<file path="src/lpmc_pkg.sv">
package lpmc_pkg;

  // Clock and oscillator settling
  localparam int unsigned CLK_HZ = 50_000_000;
  localparam int unsigned OSC_SETTLE_US = 10_000;
  localparam int unsigned OSC_SETTLE_CYC = OSC_SETTLE_US * (CLK_HZ / 1_000_000);
  localparam int unsigned SETTLE_W = 20;

  // Register indices; byte address is four times the index
  localparam logic [7:0] IDX_CONV = 8'h03;
  localparam logic [7:0] IDX_SER = 8'h23;
  localparam logic [7:0] IDX_CTRL = 8'h30;
  localparam logic [7:0] IDX_WAKE = 8'h31;
  localparam logic [7:0] IDX_MODE = 8'h32;

  // Flag and mask positions inside the interrupt registers
  localparam int unsigned FLAG_BIT = 2;
  localparam int unsigned MASK_BIT = 3;

  // Control register fields
  localparam int unsigned CTRL_LOW_SPEED_ON_FLAG = 0;
  localparam int unsigned CTRL_DIRECT_TRANSFER_FLAG = 3;
  localparam int unsigned CTRL_WSEL = 4;
  localparam int unsigned CTRL_SSTOP = 5;
  localparam int unsigned CTRL_IE = 6;

  // Reset values
  localparam logic [7:0] CTRL_RST = 8'h00;
  localparam logic FLAG_RST = 1'b0;
  localparam logic MASK_RST = 1'b1;

  // Operating modes
  typedef enum logic [2:0] {
    MODE_RESET,
    MODE_ACTIVE,
    MODE_STANDBY,
    MODE_STOP,
    MODE_WATCH,
    MODE_SUBACTIVE,
    MODE_SETTLE
  } lpmc_mode_e;

  // Run and clock enables handed to the rest of the chip
  typedef struct packed {
    logic cpu;
    logic timer_a;
    logic timer_bcd;
    logic serial;
    logic adc;
    logic lcd;
    logic io_live;
    logic main_osc;
    logic sub_osc;
  } lpmc_run_s;

  // Interrupt requests offered to the interrupt sequencer
  typedef struct packed {
    logic serial;
    logic converter;
    logic wakeup;
  } lpmc_irq_s;

endpackage

</file>
<file path="src/lpmc_ctrl.sv">
// The Wishbone slave port was chosen for this implementation.
`timescale 1ns/10ps
// Overview of operation
// Serial request flag held pending while its mask is 1, passed when 0.
// Converter request flag sets to 1 when a conversion completes.
// Converter request held pending while its mask is 1, enabled when 0.
// Active mode runs every function from the main oscillator.
// Standby instruction in active mode halts the processor, oscillators keep running.
// Standby keeps registers, RAM, outputs; interrupts, timers, serial, peripherals run.
// Reset during standby performs a full device reset.
// Interrupt ends standby; one instruction, then service if enable is 1.
// Stop instruction in active mode with watch select 0 enters stop.
// Stop halts all; main oscillator off; sub oscillator per stop select bit.
// Outside party holds reset at least the settling time to leave stop.
// Reset ending stop initialises and starts at program location 0.
// Wakeup falling edge in stop waits settling time, then resumes active.
// Wakeup exit from stop keeps RAM and all registers.
// Stop and watch let serial shift on external clock, without interrupts.
// In watch, external irq 0, timer A or wakeup request enters subactive.
// Stop or standby in subactive with direct transfer goes to active.
// With external main clock and wakeup exit, keep sub oscillator running.
// Stop with watch select 1, or sleep in subactive, enters watch.
// Interrupt ending watch goes active if low speed flag 0, else subactive.
// Wakeup edge ending stop leaves wakeup flag clear; elsewhere it sets it.
// Reset forces the reset state from any mode; active follows release.
module lpmc_ctrl #(
  parameter int unsigned SETTLE_CYCLES = lpmc_pkg::OSC_SETTLE_CYC,
  parameter bit SUBACTIVE_EN = 1'b1,
  parameter int unsigned WAKE_PINS = 4
) (
  input wire logic clk_i, // 50 MHz system clock
  input wire logic rst_i, // Synchronous reset, high
  input wire logic [9:0] wb_adr_i, // Byte address
  input wire logic [31:0] wb_dat_i, // Write data
  output logic [31:0] wb_dat_o, // Read data
  input wire logic wb_we_i, // Write enable
  input wire logic [3:0] wb_sel_i, // Byte lanes
  input wire logic wb_cyc_i, // Cycle
  input wire logic wb_stb_i, // Strobe
  output logic wb_ack_o, // Acknowledge
  input wire logic sby_instr_i, // Standby instruction executed
  input wire logic stop_instr_i, // Stop instruction executed
  input wire logic other_irq_i, // Unmasked request from other sources
  input wire logic timer_a_irq_i, // Timer A overflow request
  input wire logic conv_done_i, // Conversion complete pulse
  input wire logic serial_done_i, // Serial transfer end pulse
  input wire logic serial_ext_clk_i, // Serial uses external clock
  input wire logic ext_irq0_n_i, // External irq 0 pin
  input wire logic [WAKE_PINS-1:0] wakeup_n_i, // Wakeup pins
  output lpmc_pkg::lpmc_run_s run_o, // Run and clock enables
  output lpmc_pkg::lpmc_irq_s irq_o, // Unmasked requests
  output logic [2:0] mode_o, // Current mode
  output logic core_reset_o, // Core held in reset
  output logic resume_o, // Pulse: resume after sleep
  output logic cpu_irq_o, // Take interrupt now
  output logic serial_shift_o // Serial may shift
);

  // All state of the block in one register image
  typedef struct packed {
    lpmc_pkg::lpmc_mode_e mode;
    logic [lpmc_pkg::SETTLE_W-1:0] settle;
    logic [7:0] ctrl;
    logic conv_flag;
    logic conv_mask;
    logic ser_flag;
    logic ser_mask;
    logic wake_flag;
    logic wake_mask;
    logic [WAKE_PINS:0] sync1;
    logic [WAKE_PINS:0] sync2;
    logic [WAKE_PINS:0] last;
    logic ack;
    logic [31:0] rdat;
    lpmc_pkg::lpmc_run_s run;
    lpmc_pkg::lpmc_irq_s irq;
    logic core_reset;
    logic resume;
    logic cpu_irq;
    logic shift;
  } lpmc_state_s;

  // Current and next state
  lpmc_state_s st;
  lpmc_state_s next_st;

  // Mode decode used for the serial flag gate and the shift enable
  function automatic logic is_sleep_low(input lpmc_pkg::lpmc_mode_e m);
    is_sleep_low = (m == lpmc_pkg::MODE_STOP) || (m == lpmc_pkg::MODE_WATCH);
  endfunction

  // Interrupt register image: flag at bit 2, mask at bit 3
  function automatic logic [31:0] irq_word(input logic flag, input logic mask);
    irq_word = 32'h0000_0000;
    irq_word[lpmc_pkg::FLAG_BIT] = flag;
    irq_word[lpmc_pkg::MASK_BIT] = mask;
  endfunction

  // Last count of the settling wait; both oscillators run meanwhile
  localparam logic [lpmc_pkg::SETTLE_W-1:0] SETTLE_LAST =
    lpmc_pkg::SETTLE_W'(SETTLE_CYCLES - 1);

  // Decoded bus strobes and pin events
  logic [7:0] idx;
  logic wr;
  logic rd;
  logic [WAKE_PINS-1:0] wake_fall;
  logic wake_edge;
  logic irq0_fall;
  logic ser_pend;
  logic conv_pend;
  logic wake_pend;
  logic any_pend;
  logic sleep_req;

  // Bus decode and edge detection on synchronised pins
  always_comb begin
    idx = wb_adr_i[9:2];
    wr = wb_cyc_i && wb_stb_i && !st.ack && wb_we_i && wb_sel_i[0];
    rd = wb_cyc_i && wb_stb_i && !st.ack && !wb_we_i;
    wake_fall = st.last[WAKE_PINS-1:0] & ~st.sync2[WAKE_PINS-1:0];
    wake_edge = |wake_fall;
    irq0_fall = st.last[WAKE_PINS] && !st.sync2[WAKE_PINS];
    ser_pend = st.ser_flag && !st.ser_mask;
    conv_pend = st.conv_flag && !st.conv_mask;
    wake_pend = st.wake_flag && !st.wake_mask;
    any_pend = ser_pend || conv_pend || wake_pend || other_irq_i;
    sleep_req = sby_instr_i || stop_instr_i;
  end

  // Next-state logic for the whole block
  always_comb begin
    next_st = st;
    next_st.resume = 1'b0;
    next_st.sync1 = {!ext_irq0_n_i ? 1'b0 : 1'b1, wakeup_n_i};
    next_st.sync2 = st.sync1;
    next_st.last = st.sync2;

    // Register writes first, so hardware sets below win
    if (wr) begin
      case (idx)
        lpmc_pkg::IDX_CONV: begin
          next_st.conv_flag = wb_dat_i[lpmc_pkg::FLAG_BIT];
          next_st.conv_mask = wb_dat_i[lpmc_pkg::MASK_BIT];
        end
        lpmc_pkg::IDX_SER: begin
          next_st.ser_flag = wb_dat_i[lpmc_pkg::FLAG_BIT];
          next_st.ser_mask = wb_dat_i[lpmc_pkg::MASK_BIT];
        end
        lpmc_pkg::IDX_WAKE: begin
          next_st.wake_flag = wb_dat_i[lpmc_pkg::FLAG_BIT];
          next_st.wake_mask = wb_dat_i[lpmc_pkg::MASK_BIT];
        end
        lpmc_pkg::IDX_CTRL: begin
          next_st.ctrl = wb_dat_i[7:0];
          // Direct transfer may only be set in subactive mode
          if (st.mode != lpmc_pkg::MODE_SUBACTIVE) begin
            next_st.ctrl[lpmc_pkg::CTRL_DIRECT_TRANSFER_FLAG] = 1'b0;
          end
        end
        default: begin
        end
      endcase
    end

    // Hardware flag sets
    if (conv_done_i) begin
      next_st.conv_flag = 1'b1;
    end
    if (serial_done_i && !is_sleep_low(st.mode)) begin
      next_st.ser_flag = 1'b1;
    end
    if (wake_edge && st.mode != lpmc_pkg::MODE_STOP) begin
      next_st.wake_flag = 1'b1;
    end

    // Mode sequencing
    case (st.mode)
      lpmc_pkg::MODE_RESET: begin
        next_st.mode = lpmc_pkg::MODE_ACTIVE;
      end
      lpmc_pkg::MODE_ACTIVE: begin
        // Direct transfer never survives active mode
        next_st.ctrl[lpmc_pkg::CTRL_DIRECT_TRANSFER_FLAG] = 1'b0;
        // Sleep is a no-op while a request waits and interrupts are off
        if (sleep_req && any_pend && !st.ctrl[lpmc_pkg::CTRL_IE]) begin
          next_st.mode = lpmc_pkg::MODE_ACTIVE;
        end else if (sby_instr_i) begin
          next_st.mode = lpmc_pkg::MODE_STANDBY;
        end else if (stop_instr_i && !st.ctrl[lpmc_pkg::CTRL_WSEL]) begin
          next_st.mode = lpmc_pkg::MODE_STOP;
        end else if (stop_instr_i) begin
          next_st.mode = lpmc_pkg::MODE_WATCH;
        end
      end
      lpmc_pkg::MODE_STANDBY: begin
        if (any_pend) begin
          next_st.mode = lpmc_pkg::MODE_ACTIVE;
          next_st.resume = 1'b1;
        end
      end
      lpmc_pkg::MODE_STOP: begin
        // Only a wakeup edge ends stop; reset is taken by the register
        if (wake_edge) begin
          next_st.mode = lpmc_pkg::MODE_SETTLE;
          next_st.settle = '0;
        end
      end
      lpmc_pkg::MODE_WATCH: begin
        // External irq 0, timer A and wakeup edges end watch
        if (irq0_fall || timer_a_irq_i || wake_edge) begin
          if (SUBACTIVE_EN && st.ctrl[lpmc_pkg::CTRL_LOW_SPEED_ON_FLAG]) begin
            next_st.mode = lpmc_pkg::MODE_SUBACTIVE;
            next_st.resume = 1'b1;
          end else begin
            next_st.mode = lpmc_pkg::MODE_SETTLE;
            next_st.settle = '0;
          end
        end
      end
      lpmc_pkg::MODE_SUBACTIVE: begin
        if (sleep_req && st.ctrl[lpmc_pkg::CTRL_DIRECT_TRANSFER_FLAG]
            && !st.ctrl[lpmc_pkg::CTRL_LOW_SPEED_ON_FLAG]) begin
          next_st.mode = lpmc_pkg::MODE_SETTLE;
          next_st.settle = '0;
        end else if (sleep_req) begin
          next_st.mode = lpmc_pkg::MODE_WATCH;
        end
      end
      lpmc_pkg::MODE_SETTLE: begin
        // Count the settling time before the main clock is trusted
        if (st.settle >= SETTLE_LAST) begin
          next_st.mode = lpmc_pkg::MODE_ACTIVE;
          next_st.resume = 1'b1;
        end else begin
          next_st.settle = st.settle + 1'b1;
        end
      end
      default: begin
        next_st.mode = lpmc_pkg::MODE_RESET;
      end
    endcase

    // Run and clock enables per mode
    next_st.run = '0;
    next_st.core_reset = 1'b0;
    case (next_st.mode)
      lpmc_pkg::MODE_ACTIVE: begin
        next_st.run = '1;
      end
      lpmc_pkg::MODE_STANDBY: begin
        next_st.run = '1;
        next_st.run.cpu = 1'b0;
        next_st.run.io_live = 1'b0;
      end
      lpmc_pkg::MODE_STOP: begin
        next_st.run.sub_osc = !st.ctrl[lpmc_pkg::CTRL_SSTOP];
      end
      lpmc_pkg::MODE_WATCH: begin
        next_st.run.sub_osc = 1'b1;
        next_st.run.timer_a = 1'b1;
        next_st.run.lcd = 1'b1;
      end
      lpmc_pkg::MODE_SUBACTIVE: begin
        next_st.run = '1;
        next_st.run.main_osc = 1'b0;
        next_st.run.adc = 1'b0;
      end
      lpmc_pkg::MODE_SETTLE: begin
        next_st.run.main_osc = 1'b1;
        next_st.run.sub_osc = 1'b1;
      end
      default: begin
        // Reset state reached from an unused mode keeps both oscillators up; rst_i clears all run enables
        next_st.core_reset = 1'b1;
        next_st.run.main_osc = 1'b1;
        next_st.run.sub_osc = 1'b1;
      end
    endcase

    // Serial shifts on external clock even in stop and watch
    next_st.shift = is_sleep_low(next_st.mode) ? serial_ext_clk_i : 1'b1;

    // Requests passed onward, held pending while masked
    next_st.irq.serial = next_st.ser_flag && !next_st.ser_mask;
    next_st.irq.converter = next_st.conv_flag && !next_st.conv_mask;
    next_st.irq.wakeup = next_st.wake_flag && !next_st.wake_mask;
    next_st.cpu_irq = (next_st.mode == lpmc_pkg::MODE_ACTIVE) && !next_st.resume
      && st.ctrl[lpmc_pkg::CTRL_IE] && (|next_st.irq || other_irq_i);

    // Bus answer: one ack per request, unmapped reads give zero
    next_st.ack = wb_cyc_i && wb_stb_i && !st.ack;
    next_st.rdat = 32'h0000_0000;
    if (rd) begin
      case (idx)
        lpmc_pkg::IDX_CONV: next_st.rdat = irq_word(st.conv_flag, st.conv_mask);
        lpmc_pkg::IDX_SER: next_st.rdat = irq_word(st.ser_flag, st.ser_mask);
        lpmc_pkg::IDX_WAKE: next_st.rdat = irq_word(st.wake_flag, st.wake_mask);
        lpmc_pkg::IDX_CTRL: next_st.rdat = {24'h00_0000, st.ctrl};
        lpmc_pkg::IDX_MODE: next_st.rdat = {29'h0000_0000, st.mode};
        default: next_st.rdat = 32'h0000_0000;
      endcase
    end
  end

  // State register; reset forces the reset state from any mode
  always_ff @(posedge clk_i) begin
    if (rst_i) begin
      st.mode <= lpmc_pkg::MODE_RESET;
      st.settle <= '0;
      st.ctrl <= lpmc_pkg::CTRL_RST;
      st.conv_flag <= lpmc_pkg::FLAG_RST;
      st.conv_mask <= lpmc_pkg::MASK_RST;
      st.ser_flag <= lpmc_pkg::FLAG_RST;
      st.ser_mask <= lpmc_pkg::MASK_RST;
      st.wake_flag <= lpmc_pkg::FLAG_RST;
      st.wake_mask <= lpmc_pkg::MASK_RST;
      // Pins idle high, so edge history starts high to avoid a false edge
      st.sync1 <= '1;
      st.sync2 <= '1;
      st.last <= '1;
      st.ack <= 1'b0;
      st.rdat <= 32'h0000_0000;
      st.run <= '0;
      st.irq <= '0;
      st.core_reset <= 1'b1;
      st.resume <= 1'b0;
      st.cpu_irq <= 1'b0;
      st.shift <= 1'b0;
    end else begin
      st <= next_st;
    end
  end

  // Outputs straight from the state register
  assign wb_ack_o = st.ack;
  assign wb_dat_o = st.rdat;
  assign run_o = st.run;
  assign irq_o = st.irq;
  assign mode_o = st.mode;
  assign core_reset_o = st.core_reset;
  assign resume_o = st.resume;
  assign cpu_irq_o = st.cpu_irq;
  assign serial_shift_o = st.shift;

endmodule // lpmc_ctrl

</file>
<file path="config.mk">
export PLATFORM = sky130hd
export DESIGN_NAME = lpmc_ctrl
export DESIGN_NICKNAME = d
export VERILOG_FILES = /design/src/lpmc_pkg.sv /design/src/lpmc_ctrl.sv
export SDC_FILE = /design/constraint.sdc
export NUM_CORES = 1
export LEC_CHECK = 0
export BUFFER_PORTS_ARGS = -buffer_cell sky130_fd_sc_hd__buf_4
export CORE_ASPECT_RATIO = 1.5
export CORE_MARGIN = 2
export CORE_UTILIZATION = 55
export CTS_CLUSTER_DIAMETER = 80
export CTS_CLUSTER_SIZE = 40
export DETAILED_ROUTE_END_ITERATION = 8
export PLACE_DENSITY = 0.89
export RECOVER_POWER = 25
export SLEW_MARGIN = 20
export SYNTH_ARGS = -nofsm -noshare
export SYNTH_HDL_FRONTEND = slang
export SYNTH_SLANG_ARGS = --single-unit
</file>
<file path="constraint.sdc">
create_clock -name clk_i -period 4.5 [get_ports clk_i]
set_input_delay 0.45 -clock clk_i [delete_from_list [all_inputs] [get_ports clk_i]]
set_output_delay 0.45 -clock clk_i [all_outputs]
set_load 0.05 [all_outputs]
</file>
# After elaboration in Yosys (flattened, before gate mapping)

Cells that the tools add are included.

Memories: 0
Bits in latches: 0
Output and inout port bits: 52
Register bits: 99
RAM bits: 0
Logic and storage cells: 155
Input port bits: 63
Bits in read-only memories: 0

Multiplexer cells: 38
$add $sub $neg: 1
Magnitude comparators: 1
Shift-type cells: 0
Divide/modulo/power cells: 0
Reduce and logical (&&, ||, !) cells: 59
$mul: 0
Bitwise logic cells: 3
Equality and inequality tests: 24

Operator list:

| operator              | number |
|---|---|
| $pmux 20 s4           | 1 |
| $mux 20               | 3 |
| $mux 23               | 2 |
| $pmux 8 s5            | 1 |
| $eq 8x6->1 const B    | 4 |
| $mux 3                | 8 |
| $logic_and 1x1->1     | 22 |
| $pmux 3 s7            | 1 |
| $add 20x1->20 const B | 1 |
| $ge 20x19->1 const B  | 1 |
| $eq 3x3->1 const B    | 6 |
| $logic_not 1->1       | 15 |
| $mux 1                | 15 |
| $eq 3x2->1 const B    | 4 |
| $logic_or 1x1->1      | 9 |
| $eq 8x2->1 const B    | 1 |
| $mux 2                | 4 |
| $ne 2x2->1 const B    | 4 |
| $reduce_or 2->1       | 4 |
| $reduce_or 4->1       | 2 |
| $eq 3x1->1 const B    | 2 |
| $mux 6                | 1 |
| $pmux 3 s2            | 1 |
| $reduce_and 6->1      | 1 |
| other kinds (12)      | 13 |

# Logic depth before layout (Yosys ltp)

Word-level depth: 13
Depth in mapped cells: 9
Mapped depth without buffers: 7

# Worst setup path after synthesis

OpenSTA, ideal clock, no wires.

Path kind: input to register
From: input port wb_adr_i[5]
To: register st[73] in the netlist's numbering
Cell stages on the path: 8
Setup slack: 2.093 ns
Path buffers: 2
Arrival: 2.334 ns
Data required time: 4.427 ns
Setup time: 0.073 ns
Cells stage by stage: or4_4 -> buf_6 -> or3_4 -> or4_4 -> buf_6 -> nor3_2 -> a21oi_1 -> nor3_2

Cells in the longest elaborated chain, start to end: 2

Ends and longest elaborated chain:

| what                              | RTL line         | text |
|---|---|---|
| from (decl)                       | lpmc_ctrl.sv:33  | `input wire logic [9:0] wb_adr_i,` |
| $eq 8x6->1                        | lpmc_ctrl.sv:141 | `case (idx)` |
| $reduce_and 2->1 (no source line) | --               |  |
| to (signal assigned)              | lpmc_ctrl.sv:331 | `st <= next_st;` |
| to (decl)                         | lpmc_ctrl.sv:84  | `lpmc_state_s st;` |

Every way passes these cells.
A chain may end at the register's enable or synchronous reset.

# Worst setup path in the final report

From: register st[78] in the netlist's numbering
To: register st[94] in the netlist's numbering

Cells in the longest elaborated chain, start to end: 3
Elaborated cells on any way between the ends: 6
Classes of those cells: add/sub: 1; order compare: 1; eq/ne: 1; mux: 2; reduce/logical: 1

Ends and longest elaborated chain:

| what                                            | RTL line |
|---|---|
| $add 20x1->20 or $ge 20x19->1 (tied branches)   | lpmc_ctrl.sv:236, lpmc_ctrl.sv:232 |
| $mux 20 or $ne 2x2->1 (tied branches)           | -- |
| $pmux 20 s4 or $reduce_and 6->1 (tied branches) | -- |

Parallel ways exist; a longest one is shown, timed or not. The select of a mux whose other input is x is not followed.

==> flow_summary.json <==
{
  "rows": 36,
  "routabilityCongestion": 0.936,
  "ant_nets": 0,
  "seqPwrFrac_pct": 46.6,
  "num_io_pins": 115,
  "synth-edff-count": 0,
  "initial_core_util_pct": 56.7,
  "finClkSkew_ps": 11.9,
  "first_iter_violations": 175,
  "swShare_pct": 31.7,
  "synth_flop_cell": "dfxtp_1",
  "grt_overflow": 0,
  "hold_viol": 0,
  "fin_area_sq_um": 4060,
  "hold_buffers": 0,
  "setup_viol": 0,
  "netlist_area_sq_um": 3680,
  "min_period_over_period_pct": 64.2,
  "rsz0062_at_grt": "false",
  "drive_gt1_share_pct": 20.4,
  "max_stage_delay_ps": 540,
  "place_ws_ps": 1650,
  "grt_pass1_wl_mm": 13.0,
  "grt_max_degree": 40,
  "yosysMostFrequentCell": "dfxtp_1",
  "drc": 0,
  "dpl.hpwl_mm": 5.73,
  "drv_cap": 1,
  "fp.dieArea_sq_um": 7370,
  "area_delta_synth_final_pct": 10.3,
  "portBuffers": 61,
  "nFillCells": 548,
  "vias": 3099,
  "track_usage_pct": 21.7,
  "critical_path.cell_chain": "ha_1, nand4_1, and3_1, o22ai_1, a21o_1, nor4_1, mux2_2",
  "synthTopCellsByCount": "dfxtp_1 (74), buf_4 (47), nor2_1 (33)",
  "wl_mm": 7.91,
  "ys_types": 57,
  "drv_slew": 40,
  "finalCriticalPeriod_ps": 2890,
  "cts_tree": "done",
  "arrival_ps": 3130,
  "p_sw_uw": 476,
  "clockBufferDepth": 2,
  "post_cts_resized": 0,
  "avgSynthCellArea_sq_um": 8.91,
  "cts.sinks": 74,
  "synth_top_area_share_pct": 40.3,
  "status": "complete, but fails checks",
  "tns_ps": 0,
  "ys_top_cells_by_area": "dfxtp_1 (40%), buf_4 (9.6%), mux2i_1 (4.9%)",
  "fmax_mhz": 346,
  "ys_warn_count": 0,
  "critPathBufInv": 0,
  "irDropWorstVdd_mv": 0.223,
  "htree_levels": 3,
  "ys_async_sr_fraction_pct": 0,
  "power_frac_comb_pct": 19.5,
  "path_delay_family": "compound AO/OA/AOI/OAI gates",
  "fp.dieW_microns": 70.8,
  "cp_slowest_cell": "a21o_1",
  "slew_headroom_pct": -8.22,
  "antenna_cells": 0,
  "numCtsBuffers": 9,
  "hold_path_class": "primary input to flip-flop",
  "power_density_nw_per_um2": 369,
  "routed_via_density": 5.87,
  "yosysTopAreaCell": "dfxtp_1",
  "grt_pass1_vias": 2904,
  "path_class": "flip-flop to flip-flop",
  "root_buffer": "clkbuf_8",
  "final_nets": 511,
  "path_max_fanout": 24,
  "dpl_cell_area_sq_um": 3900,
  "worst_pin_slew_ps": 1620,
  "ff2ff_setup_slack_ps": 1610,
  "synth_seq_cells": 74,
  "path_clk_slew_ps": 80,
  "cp-end-kind": "flip-flop",
  "synth_seq_area_share_pct": 40.3,
  "cp.required_ps": 4740,
  "coreArea_sq_um": 6490,
  "p_leak_uw": 0.00162,
  "drt_first_pass_iters": 5,
  "die_h_microns": 104,
  "clockPowerShare_pct": 33.9,
  "setup_ws_ps": 1610,
  "power.internal_uw": 1020,
  "start_kind": "flip-flop",
  "syn_inst": 413,
  "cts_setup_buffers": 0,
  "violations": "max-capacitance violations, max-slew violations",
  "clk_latency_ps": 350,
  "antenna_found_initial": 0,
  "wl_per_cell_microns": 15.0
}
==> final timing paths <==
path,startpoint,endpoint,depth (start not counted)
worst min-delay path,wakeup_n_i[2],next_st[56]$_SDFF_PP1_,2
worst max register to register,st[78]$_SDFFE_PP0P_,st[94]$_SDFFE_PP0P_,7
worst max-delay path,st[78]$_SDFFE_PP0P_,st[94]$_SDFFE_PP0P_,7
worst min register to register,next_st[58]$_SDFF_PP1_,next_st[53]$_SDFF_PP1_,1
==> kinds of logic after synthesis <==
| logic type | Yosys count | share of synthesized area [%] |
|---|---|---|
| buffers and inverters | 72 | 12.6 |
| DFF | 74 | 40.3 |
| adders and majority gates | 1 | 0.340 |
| and+or+nand+nor | 164 | 25.5 |
| AOI/OAI and AO/OA | 76 | 14.5 |
| muxes | 21 | 5.81 |
| xor gates and xnor gates | 4 | 0.952 |
| other | 1 | 0.102 |
==> routing by layer <==
metal	up-vias	GRT usage [%]	routed length, microns
met5	-	0	0
met4	0	13.9	327
met3	30	3.78	444
met2	127	38.7	4210
met1	1459	22.7	2930
li1	1483	-	-
==> sequential cells by signal, summed over array words and instances (netlist names) <==
name,flops
core_reset_o,1
run_o,6
next_st,10
wb_dat_o,8
serial_shift_o,1
cpu_irq_o,1
mode_o,3
wb_ack_o,1
irq_o,3
resume_o,1
st,39
==> layout by cell type (no fill, tap or decap), types with 11 or more instances in the layout <==
cell,n
clkbuf_1,11
conb_1,24
nor2_1,33
nand3_1,15
mux2i_1,18
dfxtp_1,74
or2_2,13
a21oi_1,22
buf_4,52
nand2_1,19
==> layout make-up <==
class | instances | area (sq um) | share of cell area, %
clock buffers | 10 | 128 | 3.15
multi-input cells | 290 | 1820 | 44.9
repair buffers | 62 | 428 | 10.5
inverters | 10 | 37.5 | 0.925
clock inverters | 6 | 66.3 | 1.63
flip-flops and latches | 74 | 1480 | 36.5
well taps | 76 | 95.1 | 2.34
==> power groups by stage <==
stage / Combinational (uW) / Clock (uW) / Sequential (uW)
after floorplan: 250 / 0 / 714
after global routing: 309 / 541 / 702
after global placement: 287 / 0 / 712
after CTS: 293 / 516 / 698
final: 292 / 508 / 699
after detailed placement: 292 / 0 / 714
==> per-stage QoR <==
step | instances | total power [uW] | hold WS [ps] | util, %
2_1_floorplan | 436 | 964 | 389 | -
3_3_place_gp | 512 | 1000 | 391 | 60.1
3_5_place_dp | 512 | 1010 | 394 | 60.1
4_1_cts | 528 | 1510 | 270 | 63.1
5_1_grt | 528 | 1550 | 270 | 62.6
6_report | 528 | 1500 | 276 | 62.6
(Power assumes the default switching activity.)
